File: config.mk
export PLATFORM = sky130hd
export DESIGN_NAME = servo_host
export DESIGN_NICKNAME = d
export VERILOG_FILES = /design/src/rtl/servo_host_pkg.sv /design/src/rtl/servo_host.sv
export VERILOG_INCLUDE_DIRS = /design/src /design/src/rtl
export SDC_FILE = /design/constraint.sdc
export NUM_CORES = 1
export LEC_CHECK = 0
export BUFFER_PORTS_ARGS = -buffer_cell sky130_fd_sc_hd__buf_2
export CAP_MARGIN = 20
export CELL_PAD_IN_SITES_DETAIL_PLACEMENT = 0
export CELL_PAD_IN_SITES_GLOBAL_PLACEMENT = 1
export CORE_ASPECT_RATIO = 0.5
export CORE_MARGIN = 2
export CORE_UTILIZATION = 42
export DETAILED_ROUTE_END_ITERATION = 10
export GPL_TIMING_DRIVEN = 0
export PLACE_DENSITY = 0.81
export SETUP_SLACK_MARGIN = 0.4
export SYNTH_ARGS = -nofsm -noshare
export SYNTH_HDL_FRONTEND = slang
export SYNTH_SLANG_ARGS = --single-unit
export TNS_END_PERCENT = 50
File: constraint.sdc
create_clock -name hclk -period 3.58 [get_ports hclk]
set_input_delay 0.895 -clock hclk [delete_from_list [all_inputs] [get_ports hclk]]
set_output_delay 0.895 -clock hclk [all_outputs]
set_load 0.02 [all_outputs]
File: src/rtl/servo_host_regs.svh
`ifndef SERVO_HOST_REGS_SVH
`define SERVO_HOST_REGS_SVH
// clock and link timing, times in ns as specified
`define CLK_NS 4
`define T_HIGH_MIN_NS 800
`define T_LOW_BASE_NS 600
`define T_CAL_SETUP_NS 20000
`define HIGH_MIN_CYC ((`T_HIGH_MIN_NS + `CLK_NS - 1) / `CLK_NS)
`define LOW_BASE_CYC ((`T_LOW_BASE_NS + `CLK_NS - 1) / `CLK_NS)
`define CAL_SETUP_CYC ((`T_CAL_SETUP_NS + `CLK_NS - 1) / `CLK_NS)
`define STROBE_CYC 16'h0006
// own register byte offsets
`define OFS_CFG 8'h00
`define OFS_CMD 8'h04
`define OFS_GATE 8'h08
`define OFS_DACA 8'h0c
`define OFS_DACB 8'h10
`define OFS_STAT 8'h14
`define OFS_RES0 8'h18
`define OFS_RES3 8'h24
// device control word fields and values, own command register bits
`define CF_BC_LO 4
`define CF_FMT 6
`define CF_CAL 7
`define CF_MLO 8
`define CF_MHI 9
`define CFG_RST 10'h364
`define SR_WR_WORD 10'h3e0
`define CMD_RUN 0
`define CMD_SRW 1
// device port addresses
`define PA_DACA 2'h0
`define PA_DACB 2'h1
`define PA_CR 2'h2
`define PA_STACK 2'h3
`endif

File: src/rtl/servo_host_pkg.sv
package servo_host_pkg;
  typedef enum logic [2:0] {ST_IDLE, ST_WR, ST_SETUP, ST_HIGH, ST_LOW, ST_RD} seq_state_type;
  typedef struct packed {
    logic gate;
    logic cs_n;
    logic rd_n;
    logic wr_n;
    logic [1:0] addr;
    logic [9:0] db_o;
    logic db_oe;
  } dev_pins_type;
  typedef struct packed {
    seq_state_type st;
    logic [15:0] cnt;
    logic [2:0] pulses;
    logic [2:0] rd_idx;
    dev_pins_type pins;
    logic [9:0] cfg;
    logic [11:0] gate_high;
    logic [9:0] dac_a;
    logic [7:0] dac_b;
    logic [9:0] dev_status;
    logic [3:0][9:0] result;
    logic [9:0] db_s1;
    logic [9:0] db_s2;
    logic wr_pend;
    logic [7:0] wr_addr;
    logic [31:0] rdata;
  } host_state_type;
endpackage

File: src/rtl/servo_host.sv
// Contract
// device resets integrator when gate falls
// full cycle count gives good flag
// short burst stops at fall, flagged bad
// no zero crossings: nothing integrated, bad
// bad burst still converted and stored
// write pointer steers bursts to channels
// one gate pulse per burst, then convert
// results fill result registers in order
// after conversion, all back to track
// multiplexer enabled for sequence only
// gated mode: zero count, cal low, modes high
// gated mode integrates while gate high
// gated gate high at least 800 ns
// gated hold delayed at most 600 ns
// gate low 0.6 us plus 0.375 high
// gated mode quality flags are ignored
// cal mode: modes 10 and cal bit high
// cal mode: nth fall holds channel n
// cal pulses equal programmed burst count
// cal pulses 800 ns, 20 us setup first; code makes cal pulses the programmed gate high time, at least 800 ns
// format bit selects DAC coding
// reset sets format bit, DACs mid-scale
// busy from first gate to conversions done
// sync mode holds one cycle after count
// burst count field encodes one to four
//
// Added by the designer: the placing of the registers and the AHB-Lite slave port.
`include "servo_host_regs.svh"
`timescale 1ns/1ns
`default_nettype none
module servo_host #(
  parameter int unsigned CAL_SETUP_CYC = `CAL_SETUP_CYC
) (
  input wire logic hclk, // 250 MHz bus clock
  input wire logic hresetn, // async reset, active low
  input wire logic hsel, // slave select
  input wire logic [31:0] haddr, // byte address
  input wire logic [1:0] htrans, // transfer type
  input wire logic hwrite, // write when high
  input wire logic [2:0] hsize, // word only
  input wire logic [31:0] hwdata, // write data
  input wire logic hready, // bus ready
  output logic [31:0] hrdata, // read data, registered
  output logic hreadyout, // always ready
  output logic hresp, // always okay
  output servo_host_pkg::dev_pins_type dev_pins, // device pins, registered
  input wire logic [9:0] db_i // device data bus, asynchronous
);
  servo_host_pkg::host_state_type s_r;
  servo_host_pkg::host_state_type s_nxt;
  logic [2:0] nb;
  logic [15:0] low_cyc;
  logic [17:0] low_x3;
  logic [9:0] val;
  logic [1:0] ridx;

  function automatic logic cal_mode(input logic [9:0] c);
    cal_mode = c[`CF_MHI] & ~c[`CF_MLO];
  endfunction

  function automatic logic gated_mode(input logic [9:0] c);
    gated_mode = (c[3:0] == 4'h0) & ~c[`CF_CAL] & c[`CF_MHI] & c[`CF_MLO];
  endfunction

  ////////////////////////////////////////////////////////////////////////////
  // derived counts
  assign nb = {1'b0, s_r.cfg[`CF_BC_LO+1:`CF_BC_LO]} + 3'h1;
  // low time grows with the preceding high time, rounded up
  assign low_x3 = 18'({6'h00, s_r.gate_high} * 18'h00003) + 18'h00007;
  assign low_cyc = 16'(`LOW_BASE_CYC) + 16'(low_x3 >> 3);
  assign val = (gated_mode(s_r.cfg) && s_r.rd_idx == 3'h0) ?
               (s_r.db_s2 & 10'h3e1) : s_r.db_s2;
  assign ridx = 2'(s_r.rd_idx - 3'h1);
  assign hrdata = s_r.rdata;
  assign hreadyout = 1'b1;
  assign hresp = 1'b0;
  assign dev_pins = s_r.pins;

  ////////////////////////////////////////////////////////////////////////////
  // next state
  always_comb begin
    s_nxt = s_r;
    s_nxt.db_s1 = db_i;
    s_nxt.db_s2 = s_r.db_s1;
    s_nxt.cnt = s_r.cnt + 16'h0001;
    s_nxt.wr_pend = hsel & hready & htrans[1] & hwrite;
    s_nxt.wr_addr = haddr[7:0];
    // read data is fetched in the address phase so zero wait states hold
    if (hsel && hready && htrans[1] && !hwrite) begin
      s_nxt.rdata = 32'h0000_0000;
      if (haddr[7:0] == `OFS_CFG) begin
        s_nxt.rdata = {22'h000000, s_r.cfg};
      end else if (haddr[7:0] == `OFS_GATE) begin
        s_nxt.rdata = {20'h00000, s_r.gate_high};
      end else if (haddr[7:0] == `OFS_DACA) begin
        s_nxt.rdata = {22'h000000, s_r.dac_a};
      end else if (haddr[7:0] == `OFS_DACB) begin
        s_nxt.rdata = {24'h000000, s_r.dac_b};
      end else if (haddr[7:0] == `OFS_STAT) begin
        s_nxt.rdata = {21'h000000, s_r.dev_status, s_r.st != servo_host_pkg::ST_IDLE};
      end else if (haddr[7:0] >= `OFS_RES0 && haddr[7:0] <= `OFS_RES3 && haddr[1:0] == 2'h0) begin
        s_nxt.rdata = {22'h000000, s_r.result[2'(haddr[7:2] - 6'h06)]};
      end
    end
    unique case (s_r.st)
      servo_host_pkg::ST_IDLE: begin
        s_nxt.cnt = 16'h0000;
        // writes while a job runs are dropped
        if (s_r.wr_pend) begin
          if (s_r.wr_addr == `OFS_GATE) begin
            s_nxt.gate_high = (hwdata[11:0] < 12'(`HIGH_MIN_CYC)) ?
                              12'(`HIGH_MIN_CYC) : hwdata[11:0];
          end else if (s_r.wr_addr == `OFS_CMD && hwdata[`CMD_RUN]) begin
            s_nxt.pulses = 3'h0;
            if (cal_mode(s_r.cfg)) begin
              s_nxt.st = servo_host_pkg::ST_SETUP;
            end else begin
              s_nxt.st = servo_host_pkg::ST_HIGH;
              // the first rise opens the sequence on the device side
              s_nxt.pins.gate = 1'b1;
            end
          end else if (s_r.wr_addr == `OFS_CFG || s_r.wr_addr == `OFS_DACA ||
                       s_r.wr_addr == `OFS_DACB ||
                       (s_r.wr_addr == `OFS_CMD && hwdata[`CMD_SRW])) begin
            s_nxt.st = servo_host_pkg::ST_WR;
            s_nxt.pins.cs_n = 1'b0;
            s_nxt.pins.wr_n = 1'b0;
            s_nxt.pins.db_oe = 1'b1;
            if (s_r.wr_addr == `OFS_CFG) begin
              s_nxt.cfg = hwdata[9:0];
              // cal mode must also open the integrate switch
              if (cal_mode(hwdata[9:0])) begin
                s_nxt.cfg[`CF_CAL] = 1'b1;
              end
              s_nxt.pins.addr = `PA_CR;
              s_nxt.pins.db_o = s_nxt.cfg;
            end else if (s_r.wr_addr == `OFS_DACA) begin
              s_nxt.dac_a = hwdata[9:0];
              s_nxt.pins.addr = `PA_DACA;
              s_nxt.pins.db_o = hwdata[9:0];
            end else if (s_r.wr_addr == `OFS_DACB) begin
              s_nxt.dac_b = hwdata[7:0];
              s_nxt.pins.addr = `PA_DACB;
              s_nxt.pins.db_o = {2'h0, hwdata[7:0]};
            end else begin
              s_nxt.pins.addr = `PA_STACK;
              s_nxt.pins.db_o = `SR_WR_WORD;
            end
          end
        end
      end
      servo_host_pkg::ST_WR: begin
        // strobe for STROBE_CYC cycles, then hold data STROBE_CYC more before release
        if (s_r.cnt == `STROBE_CYC - 16'h0001) begin
          s_nxt.pins.wr_n = 1'b1;
          s_nxt.pins.cs_n = 1'b1;
        end
        if (s_r.cnt == 16'(2 * `STROBE_CYC) - 16'h0001) begin
          s_nxt.pins.db_oe = 1'b0;
          s_nxt.st = servo_host_pkg::ST_IDLE;
        end
      end
      servo_host_pkg::ST_SETUP: begin
        // reference settles before the first calibration pulse
        if (s_r.cnt == 16'(CAL_SETUP_CYC - 1)) begin
          s_nxt.cnt = 16'h0000;
          s_nxt.st = servo_host_pkg::ST_HIGH;
          s_nxt.pins.gate = 1'b1;
        end
      end
      servo_host_pkg::ST_HIGH: begin
        if (s_r.cnt == {4'h0, s_r.gate_high} - 16'h0001) begin
          s_nxt.cnt = 16'h0000;
          // the falling gate lets the device reset its integrator
          s_nxt.pins.gate = 1'b0;
          s_nxt.pulses = s_r.pulses + 3'h1;
          s_nxt.st = servo_host_pkg::ST_LOW;
        end
      end
      servo_host_pkg::ST_LOW: begin
        if (s_r.cnt == low_cyc - 16'h0001) begin
          s_nxt.cnt = 16'h0000;
          if (s_r.pulses == nb) begin
            // all bursts gated; read the stack, status first
            s_nxt.st = servo_host_pkg::ST_RD;
            s_nxt.rd_idx = 3'h0;
            s_nxt.pins.addr = `PA_STACK;
            s_nxt.pins.cs_n = 1'b0;
            s_nxt.pins.rd_n = 1'b0;
          end else begin
            s_nxt.st = servo_host_pkg::ST_HIGH;
            s_nxt.pins.gate = 1'b1;
          end
        end
      end
      servo_host_pkg::ST_RD: begin
        if (s_r.cnt == `STROBE_CYC - 16'h0001) begin
          s_nxt.pins.rd_n = 1'b1;
          s_nxt.pins.cs_n = 1'b1;
          if (s_r.rd_idx == 3'h0) begin
            s_nxt.dev_status = val;
            // the stack only rotates once the device is no longer busy
            s_nxt.rd_idx = val[0] ? 3'h0 : 3'h1;
          end else begin
            // results land in burst order whatever their flags say
            s_nxt.result[ridx] = s_r.db_s2;
            s_nxt.rd_idx = s_r.rd_idx + 3'h1;
          end
        end
        if (s_r.cnt == 16'(2 * `STROBE_CYC) - 16'h0001) begin
          s_nxt.cnt = 16'h0000;
          if (s_r.rd_idx > nb) begin
            s_nxt.st = servo_host_pkg::ST_IDLE;
            // clear the count so that a smaller burst count written next stays legal
            s_nxt.pulses = 3'h0;
          end else begin
            s_nxt.pins.cs_n = 1'b0;
            s_nxt.pins.rd_n = 1'b0;
          end
        end
      end
    endcase
  end

  ////////////////////////////////////////////////////////////////////////////
  // state register
  always_ff @(posedge hclk or negedge hresetn) begin
    if (!hresetn) begin
      s_r <= '0;
      s_r.cfg <= `CFG_RST;
      s_r.gate_high <= 12'(`HIGH_MIN_CYC);
      s_r.pins.cs_n <= 1'b1;
      s_r.pins.rd_n <= 1'b1;
      s_r.pins.wr_n <= 1'b1;
    end else begin
      s_r <= s_nxt;
    end
  end

  ////////////////////////////////////////////////////////////////////////////
  // checks on the gate waveform, the control word and the status flags
  logic [15:0] hi_len_r;
  logic [15:0] lo_len_r;
  logic [15:0] last_hi_r;

  // measures gate high and low spans for the timing checks only
  always_ff @(posedge hclk or negedge hresetn) begin
    if (!hresetn) begin
      hi_len_r <= 16'h0000;
      lo_len_r <= 16'h0000;
      last_hi_r <= 16'h0000;
    end else begin
      hi_len_r <= s_r.pins.gate ? hi_len_r + 16'h0001 : 16'h0000;
      lo_len_r <= s_r.pins.gate ? 16'h0000 : lo_len_r + 16'h0001;
      if (s_r.pins.gate) begin
        last_hi_r <= hi_len_r + 16'h0001;
      end
    end
  end
endmodule
`default_nettype wire

# After elaboration in Yosys (flattened, before gate mapping)
# Index checks and enable logic that the tools add are counted.
# Widths: inputs -> output; s select.
[totals]
word_cells = 214
reg_bits = 193
input_bits = 84
output_inout_bits = 51
[classes]
reduce_logical = 42
n_bitwise = 16
eq_ne = 36
multipliers = 1
mux = 77
n_lt_le_gt_ge = 7
add_sub_neg = 10
[ops]
columns = ["cell", "count"]
rows = [
  ["$pmux 16 s5", 1],
  ["$mux 12", 6],
  ["$mux 18", 4],
  ["$mux 24", 3],
  ["$mux 54", 1],
  ["$mux 10", 5],
  ["$mux 22", 2],
  ["$bwmux 40", 1],
  ["$mux 3", 13],
  ["$mux 19", 2],
  ["$mux 11", 3],
  ["$eq 16x16->1", 2],
  ["$eq 8x4->1 const B", 4],
  ["$mux 32", 1],
  ["$ne 2x2->1 const B", 16],
  ["$eq 8x5->1 const B", 3],
  ["$reduce_and 7->1", 3],
  ["$bmux 10 s2", 1],
  ["$demux 10 s2", 1],
  ["$pmux 3 s6", 1],
  ["$reduce_and 6->1", 3],
  ["$reduce_and 9->1", 2],
  ["$add 16x1->16 const B", 1],
  ["$eq 16x13->1 const B", 1],
  ["49 further kinds", 109],
]

# Longest topological paths before layout
# Gate-level depths: netlist of the first run.
[depth]
depth_word = 10
mapped_depth = 19
ltp_nobuf = 17

# Worst setup path before layout of the first run
# Ideal clock, no wire load.
[synth_path]
path_type = "reg2reg"
startpoint = "reg s_r[132] (netlist name)"
endpoint = "reg s_r[179] (netlist name)"
synth_period_minus_slack_ns = 3.954
required_ns = 3.457
stages_incl_launch_ff = 17
arrival_ns = 3.831
path_buffers = 3
setup_time_ns = 0.123
path_slack_ns = -0.374
path_cell_list = "dfstp_2 > inv_1 > ha_1 > ha_1 > a21o_1 > buf_6 > a22o_4 > a2111o_1 > nor3_2 > a21boi_1 > or4_1 > o211ai_1 > and4_1 > buf_6 > o31a_4 > buf_12 > nor2_4"
[synth_lines]
columns = ["item", "line_no", "rtl"]
rows = [
  ["from (decl)", "servo_host.sv:50", "servo_host_pkg::host_state_type s_r;"],
  ["from (signal assigned)", "servo_host.sv:237", "s_r <= s_nxt;"],
]

==> metrics.txt, run 1 <==
CTS sink count=about 170; Most Frequent Cell on Critical Path=buf_6; initial antenna violation count=0; RR Endpoint=s_r[174]; Die ar.=around 0.026 mm^2; Post-Place Setup Slack=-0.8458 ns; drt pass-1 iters=6; number of top-level pins=135; Yosys cell types=90; endpoints failing setup=27; placed insts=between 1000 and 1500; H-Tree Level Count=4; CTS tree=yes; reg-to-reg slack, setup=-0.58 ns; vias per cell=between 5 and 6; post-synth top area cell=dfrtp_1; RSZ-0062 raised after global routing=yes; top post-synthesis cells by area=dfrtp_1 39%, mux2_2 8.4%, ha_1 6.1%; Mapped Area=0.01032 mm^2; pin count of the biggest net entering global routing=roughly 100; Yosys reg bits=about 170; EDFF count, synth=0; Data required, critical path=3.90 ns; vias in the first global route=7887; Die Y=~110 um; Finished Layout Cells=about 1500; data arrival time of the critical path=4.47 ns; Top FF cell, synth=dfrtp_1; crit share post-route=116.1%; Fillers=2136; layout cells sized above 1=a little over a third; Post-synth top cells=162 x dfrtp_1, 79 x nand2_1, 77 x mux2_2; total CTS buffers=17; Seq/Total Area, Yosys=42.08%; Post-Synthesis Cells=roughly 990; Wirelength per Cell=17.71 um; # port buffers=between 60 and 70; slowest stage delay, CP=0.58 ns; DR vias=between 8000 and 9000; relative slew slack=a little over two fifths; Area growth syn-to-layout=22.74%; most common cell in the synthesized netlist=dfrtp_1; Fmax=around 240 MHz; dpl hpwl=around 19 mm; Clk Latency, worst-skew pair=approximately 0.44 ns; row count=40; failing checks=setup timing; final setup margin=-0.5752 ns; Worst IR Drop VDD=~330 uV; clk slew on worst S/H paths=around 0.070 ns; final core utilization=52.62%; GRT Overall Usage=20.98%; Hold Path Class=reg2reg; Synth top area share=a little under 40%; CP startpoint=s_r[132]; detailed-route DRC error count=0; CTS root buf=clkbuf_16; Syn. warnings=0; crit path launch type=flop; post-synthesis average cell area=just over 10 um^2; clock skew=0.009416 ns; total power=5.315 mW; Setup CP Type=reg2reg; Bufs on Longest Clock Path=2; final hold violations=0; drt total wl=between 20 and 30 mm; crit path capture type=flop; Placer Congestion=~0.91; gr ovfl total=0; Ant. Diodes=0; Cell Chain, Critical Path=inv_4 > ha_4 > ha_4 > a21o_1 > buf_6 > a22o_4 > a2111o_1 > nor3_4 > buf_6 > nand2_2 > or4_4 > o2111ai_4 > and4_4 > buf_6 > o31a_4 > buf_6 > buf_12 > nor2_2; worst setup path endpoint=s_r[174]; Max FO, Critical Path=8; Initial Utilization=~43%; status=complete, but fails checks; hold slack=0.3455 ns; leakage=5.759 nW; die width=approximately 230 um; worst slew pin tran=0.8668 ns; post-route ant nets=0; drt initial violations=621; max-cap violation count=0; RR Startpoint=s_r[132]; cell depth of the worst flop-to-flop path=18; first-pass GRT wire length=about 42 mm; nets@finish=~1300; WHS Path Cells=0; Async SR Flop Fraction=100.0%; crit path max-delay cell type=dfstp_2; crit path time final=roughly 4.2 ns; CORE AREA=around 0.024 mm^2; Pwr Density=~420 mW/mm^2; Slew Limit Fails=0
## sequential cells by signal (all words and copies together) (netlist names)
name and count:
dev_pins 17, hrdata 12, s_nxt 10, s_r 134
## per-stage QoR
stage | area [um^2] | TNS, ns
after CTS | 12510 | -11.99
final | 12670 | -13.77
after global routing | 12670 | -17.26
after global placement | 11300 | -187.36
after floorplan | 10560 | -3.397
after detailed placement | 11340 | -22.05
## cell usage in the layout, fill, tap and decap left out, drive strengths merged, types with 9 or more instances in the layout
cell,instances
nand3,30
nand4,10
a221oi,12
clkbuf,51
mux2i,9
a21oi,28
nor2,72
nor3,17
xnor2,29
inv,50
dfstp,11
buf,167
dfrtp,162
nor2b,12
and3,10
a21o,10
nor4,10
mux2,78
nand2,79
xor2,22
conb,22
mux4,10
o21ai,58
ha,50
## layer usage
metal,track usage [%],share of wire [%],vias to the layer above,wire [um]
li1,-,-,3809,-
met1,27.74,45,4039,11810
met2,35.19,48,219,12720
met3,4.242,5.1,30,1337
met4,6.358,1.7,0,447
met5,0,0,-,0
## worst min-delay path by stage
stage | start | endpoint | slack (ns)
floorplan | s_nxt[41] | s_r[41] | 0.33
global placement | s_nxt[47] | s_r[47] | 0.33
detailed placement | s_nxt[41] | s_r[41] | 0.33
CTS | s_nxt[41] | s_r[41] | 0.35
global route | s_nxt[41] | s_r[41] | 0.36
finish | s_nxt[41] | s_r[41] | 0.35
## critical path, delay by kind of cell (launching register included)
family	cells	cell delay [ns]
flip-flops	1	0.58
adder cells (fa/ha/maj)	2	0.47
buffers and inverters	6	0.72
AO/OA/AOI/OAI	5	1.20
AND/OR/NAND/NOR	5	1.05
## layout make-up
class | count | area, um^2 | area share, %
Clock inverter | 13 | 131.4 | 1.037
Multi-Input combinational cell | 701 | 5824 | 45.98
Buffer | 94 | 614.3 | 4.850
Sequential cell | 173 | 4353 | 34.36
Inverter | 45 | 171.4 | 1.353
Clock buffer | 19 | 442.9 | 3.497
Timing Repair Buffer | 105 | 709.4 | 5.601
Tap cell | 336 | 420.4 | 3.319
## power by group
group	internal [mW]	leakage, nW	total, mW	switching [mW]
clock network	0.993	0.276	1.81	0.819
registers	2.02	2.24	2.09	0.0663
logic	0.631	3.25	1.41	0.782
## kinds of logic after synthesis
logic type,Yosys count,synth area share [%]
DFF,173,42.08
and+or+nand+nor,280,14.10
other,2,0.07277
AOI/OAI and AO/OA,200,14.21
xor gates and xnor gates,52,4.546
adders and majority gates,50,6.062
muxes,97,11.60
buffers and inverters,139,7.323
## timing repair
item                       in CTS  in global routing
setup endpoints to repair     107                 96
hold buffers                    0                  0
resized for setup              73                 29
pin swaps                      32                  9
gates cloned                    1                  0
setup buffers                  32                  7
(Power assumes the default switching activity.)
==> run 2: changes to the inputs <==
--- a/config.mk
+++ b/config.mk
@@ -11,11 +11,12 @@
 export CELL_PAD_IN_SITES_DETAIL_PLACEMENT = 0
 export CELL_PAD_IN_SITES_GLOBAL_PLACEMENT = 1
 export CORE_ASPECT_RATIO = 0.5
-export CORE_MARGIN = 2
+export CORE_MARGIN = 5
 export CORE_UTILIZATION = 42
 export DETAILED_ROUTE_END_ITERATION = 10
 export GPL_TIMING_DRIVEN = 0
 export PLACE_DENSITY = 0.81
+export RECOVER_POWER = 50
 export SETUP_SLACK_MARGIN = 0.4
 export SYNTH_ARGS = -nofsm -noshare
 export SYNTH_HDL_FRONTEND = slang
==> metrics.txt, run 2 (synthesis results as in run 1) <==
Area growth syn-to-layout=23.07%; area post-placement=approximately 0.011 mm^2; total power=5.373 mW; Bufs on Longest Clock Path=2; max-cap violation count=1; failing checks=capacitance limit, slew limit, setup timing; Slew Limit Fails=48; most frequent cells in the layout=155 x dfrtp_1, 90 x buf_4, 77 x mux2_2, 74 x nand2_1, 61 x buf_2; WHS Path Cells=0; endpoints failing setup=27; H-Tree Level Count=4; Layout Cell Area excl Fill=between 0.01 and 0.015 mm^2; DR vias=slightly above 8000; CP startpoint=s_r[132]; Initial Utilization=42.87%; crit path capture type=flop; leakage=5.793 nW; number of top-level pins=between 100 and 150; cell depth of the worst flop-to-flop path=17; Wirelength per Cell=around 18 um; die width=231.7 um; vias in the first global route=8131; most flop-heavy register=s_r; # port buffers=64; RR Endpoint=s_r[174]; first-pass GRT wire length=about 43 mm; Hold Path Class=reg2reg; CTS sink count=between 150 and 200; Fillers=around 2200; max FFs per register=around 130; crit share post-route=117.8%; Data required, critical path=about 3.9 ns; Max FO, Critical Path=5; gr ovfl total=0; data arrival time of the critical path=approximately 4.5 ns; dpl hpwl=between 15 and 20 mm; pin count of the biggest net entering global routing=127; crit path time final=4.218 ns; final hold violations=0; Clk Latency, worst-skew pair=between 0.4 and 0.5 ns; clk slew on worst S/H paths=about 0.07 ns; crit path launch type=flop; Die Y=120.8 um; CTS tree=yes; HP Start=s_nxt[45]; RR Startpoint=s_r[132]; reg-to-reg slack, setup=-0.64 ns; clock skew=0.01730 ns; drt pass-1 iters=5; layout cells sized above 1=a little over a third; CTS root buf=clkbuf_16; worst slew pin tran=around 2.5 ns; Setup CP Type=reg2reg; Worst IR Drop VDD=~400 uV; Pwr Density=about 420 mW/mm^2; GRT Overall Usage=just under 20%; nets@finish=1275; final setup margin=-0.6380 ns; drt initial violations=~690; Fmax=about 240 MHz; drt total wl=27.46 mm; total CTS buffers=17; initial antenna violation count=0; vias per cell=approximately 5.5; detailed-route DRC error count=0; relative slew slack=-68.15%; most common cell after layout, fill and taps aside=dfrtp_1; hold buffers post-CTS=0; post-route ant nets=0; CORE AREA=about 0.024 mm^2; Ant. Diodes=0; RSZ-0062 raised after global routing=yes; Die ar.=0.02800 mm^2; status=complete, but fails checks; Placer Congestion=0.8957; row count=40; Hold Path Sink=s_r[45]
## run 2: changes by cell type in the layout (fill, tap and decap cells not counted), moves of 3 or more
cell      change
buf_6         -5
nand2_1       +3
buf_4         +6
clkbuf_1      +6
buf_2         -4
nand2_2       -5
buf_12        +3
## run 2: layout make-up
| class | instances | area (um^2) | share of cell area [%] |
|---|---|---|---|
| buffer | 94 | 618.1 | 4.867 |
| clock buffer | 21 | 460.4 | 3.625 |
| clock inverter | 11 | 128.9 | 1.015 |
| inverter | 45 | 176.4 | 1.389 |
| multi-input combinational | 701 | 5827 | 45.88 |
| sequential | 173 | 4352 | 34.26 |
| tap | 336 | 420.4 | 3.310 |
| timing repair buffer | 109 | 718.2 | 5.655 |
## run 2: critical path: stages (launching register included)
cell and delay, ns:
dfstp_2 0.58, inv_4 0.06, ha_4 0.24, ha_4 0.23, a21o_1 0.20, buf_6 0.15, a22o_4 0.24, a2111o_1 0.45
nor3_4 0.34, a21boi_2 0.11, or4_1 0.52, o211ai_1 0.13, and4_4 0.27, buf_6 0.12, o31a_4 0.18, buf_12 0.12
buf_12 0.12, nor2_2 0.03
## run 2: repair_timing
item,CTS,global route
endpoints found under the hold margin,0,0
setup endpoints to repair,107,93
buffers inserted,28,14
cloned,2,0
resized for setup,59,41
pin swaps,21,22
## run 2: metrics by stage
step	utilization (%)	TNS [ns]	setup WS, ns	hold slack, ns	cells
finish	52.76	-15.20	-0.6380	0.3414	1490
global route	52.76	-18.69	-0.7536	0.3510	1490
CTS	51.67	-12.25	-0.5173	0.3443	1476
detailed placement	47.11	-20.46	-0.7982	0.3347	1414
global placement	46.95	-185.36	-1.015	0.3331	1413
floorplan	-	-3.397	-0.2354	0.3312	1013
## run 2: how the worst max path moves through the flow
stage                to  cells past startpoint
5_1_grt        s_r[177]                     17
2_1_floorplan  s_r[174]                     16
6_report       s_r[174]                     17
4_1_cts        s_r[174]                     17
3_5_place_dp   s_r[174]                     16
3_3_place_gp   s_r[185]                      1
## run 2: routing by layer
metal  vias to the layer above  global-route usage [%]  share of wire, %
met1                      4118                   26.16                44
met5                         -                       0                 0
met3                        49                   2.628               4.5
met4                         0                   5.162               1.9
met2                       227                   33.19                49
li1                       3803                       -                 -
## run 2: report_power, final
part | total, mW | internal, mW | switching [mW]
Clock | 1.85 | 1.02 | 0.827
Sequential | 2.09 | 2.02 | 0.0669
Combinational | 1.44 | 0.646 | 0.791
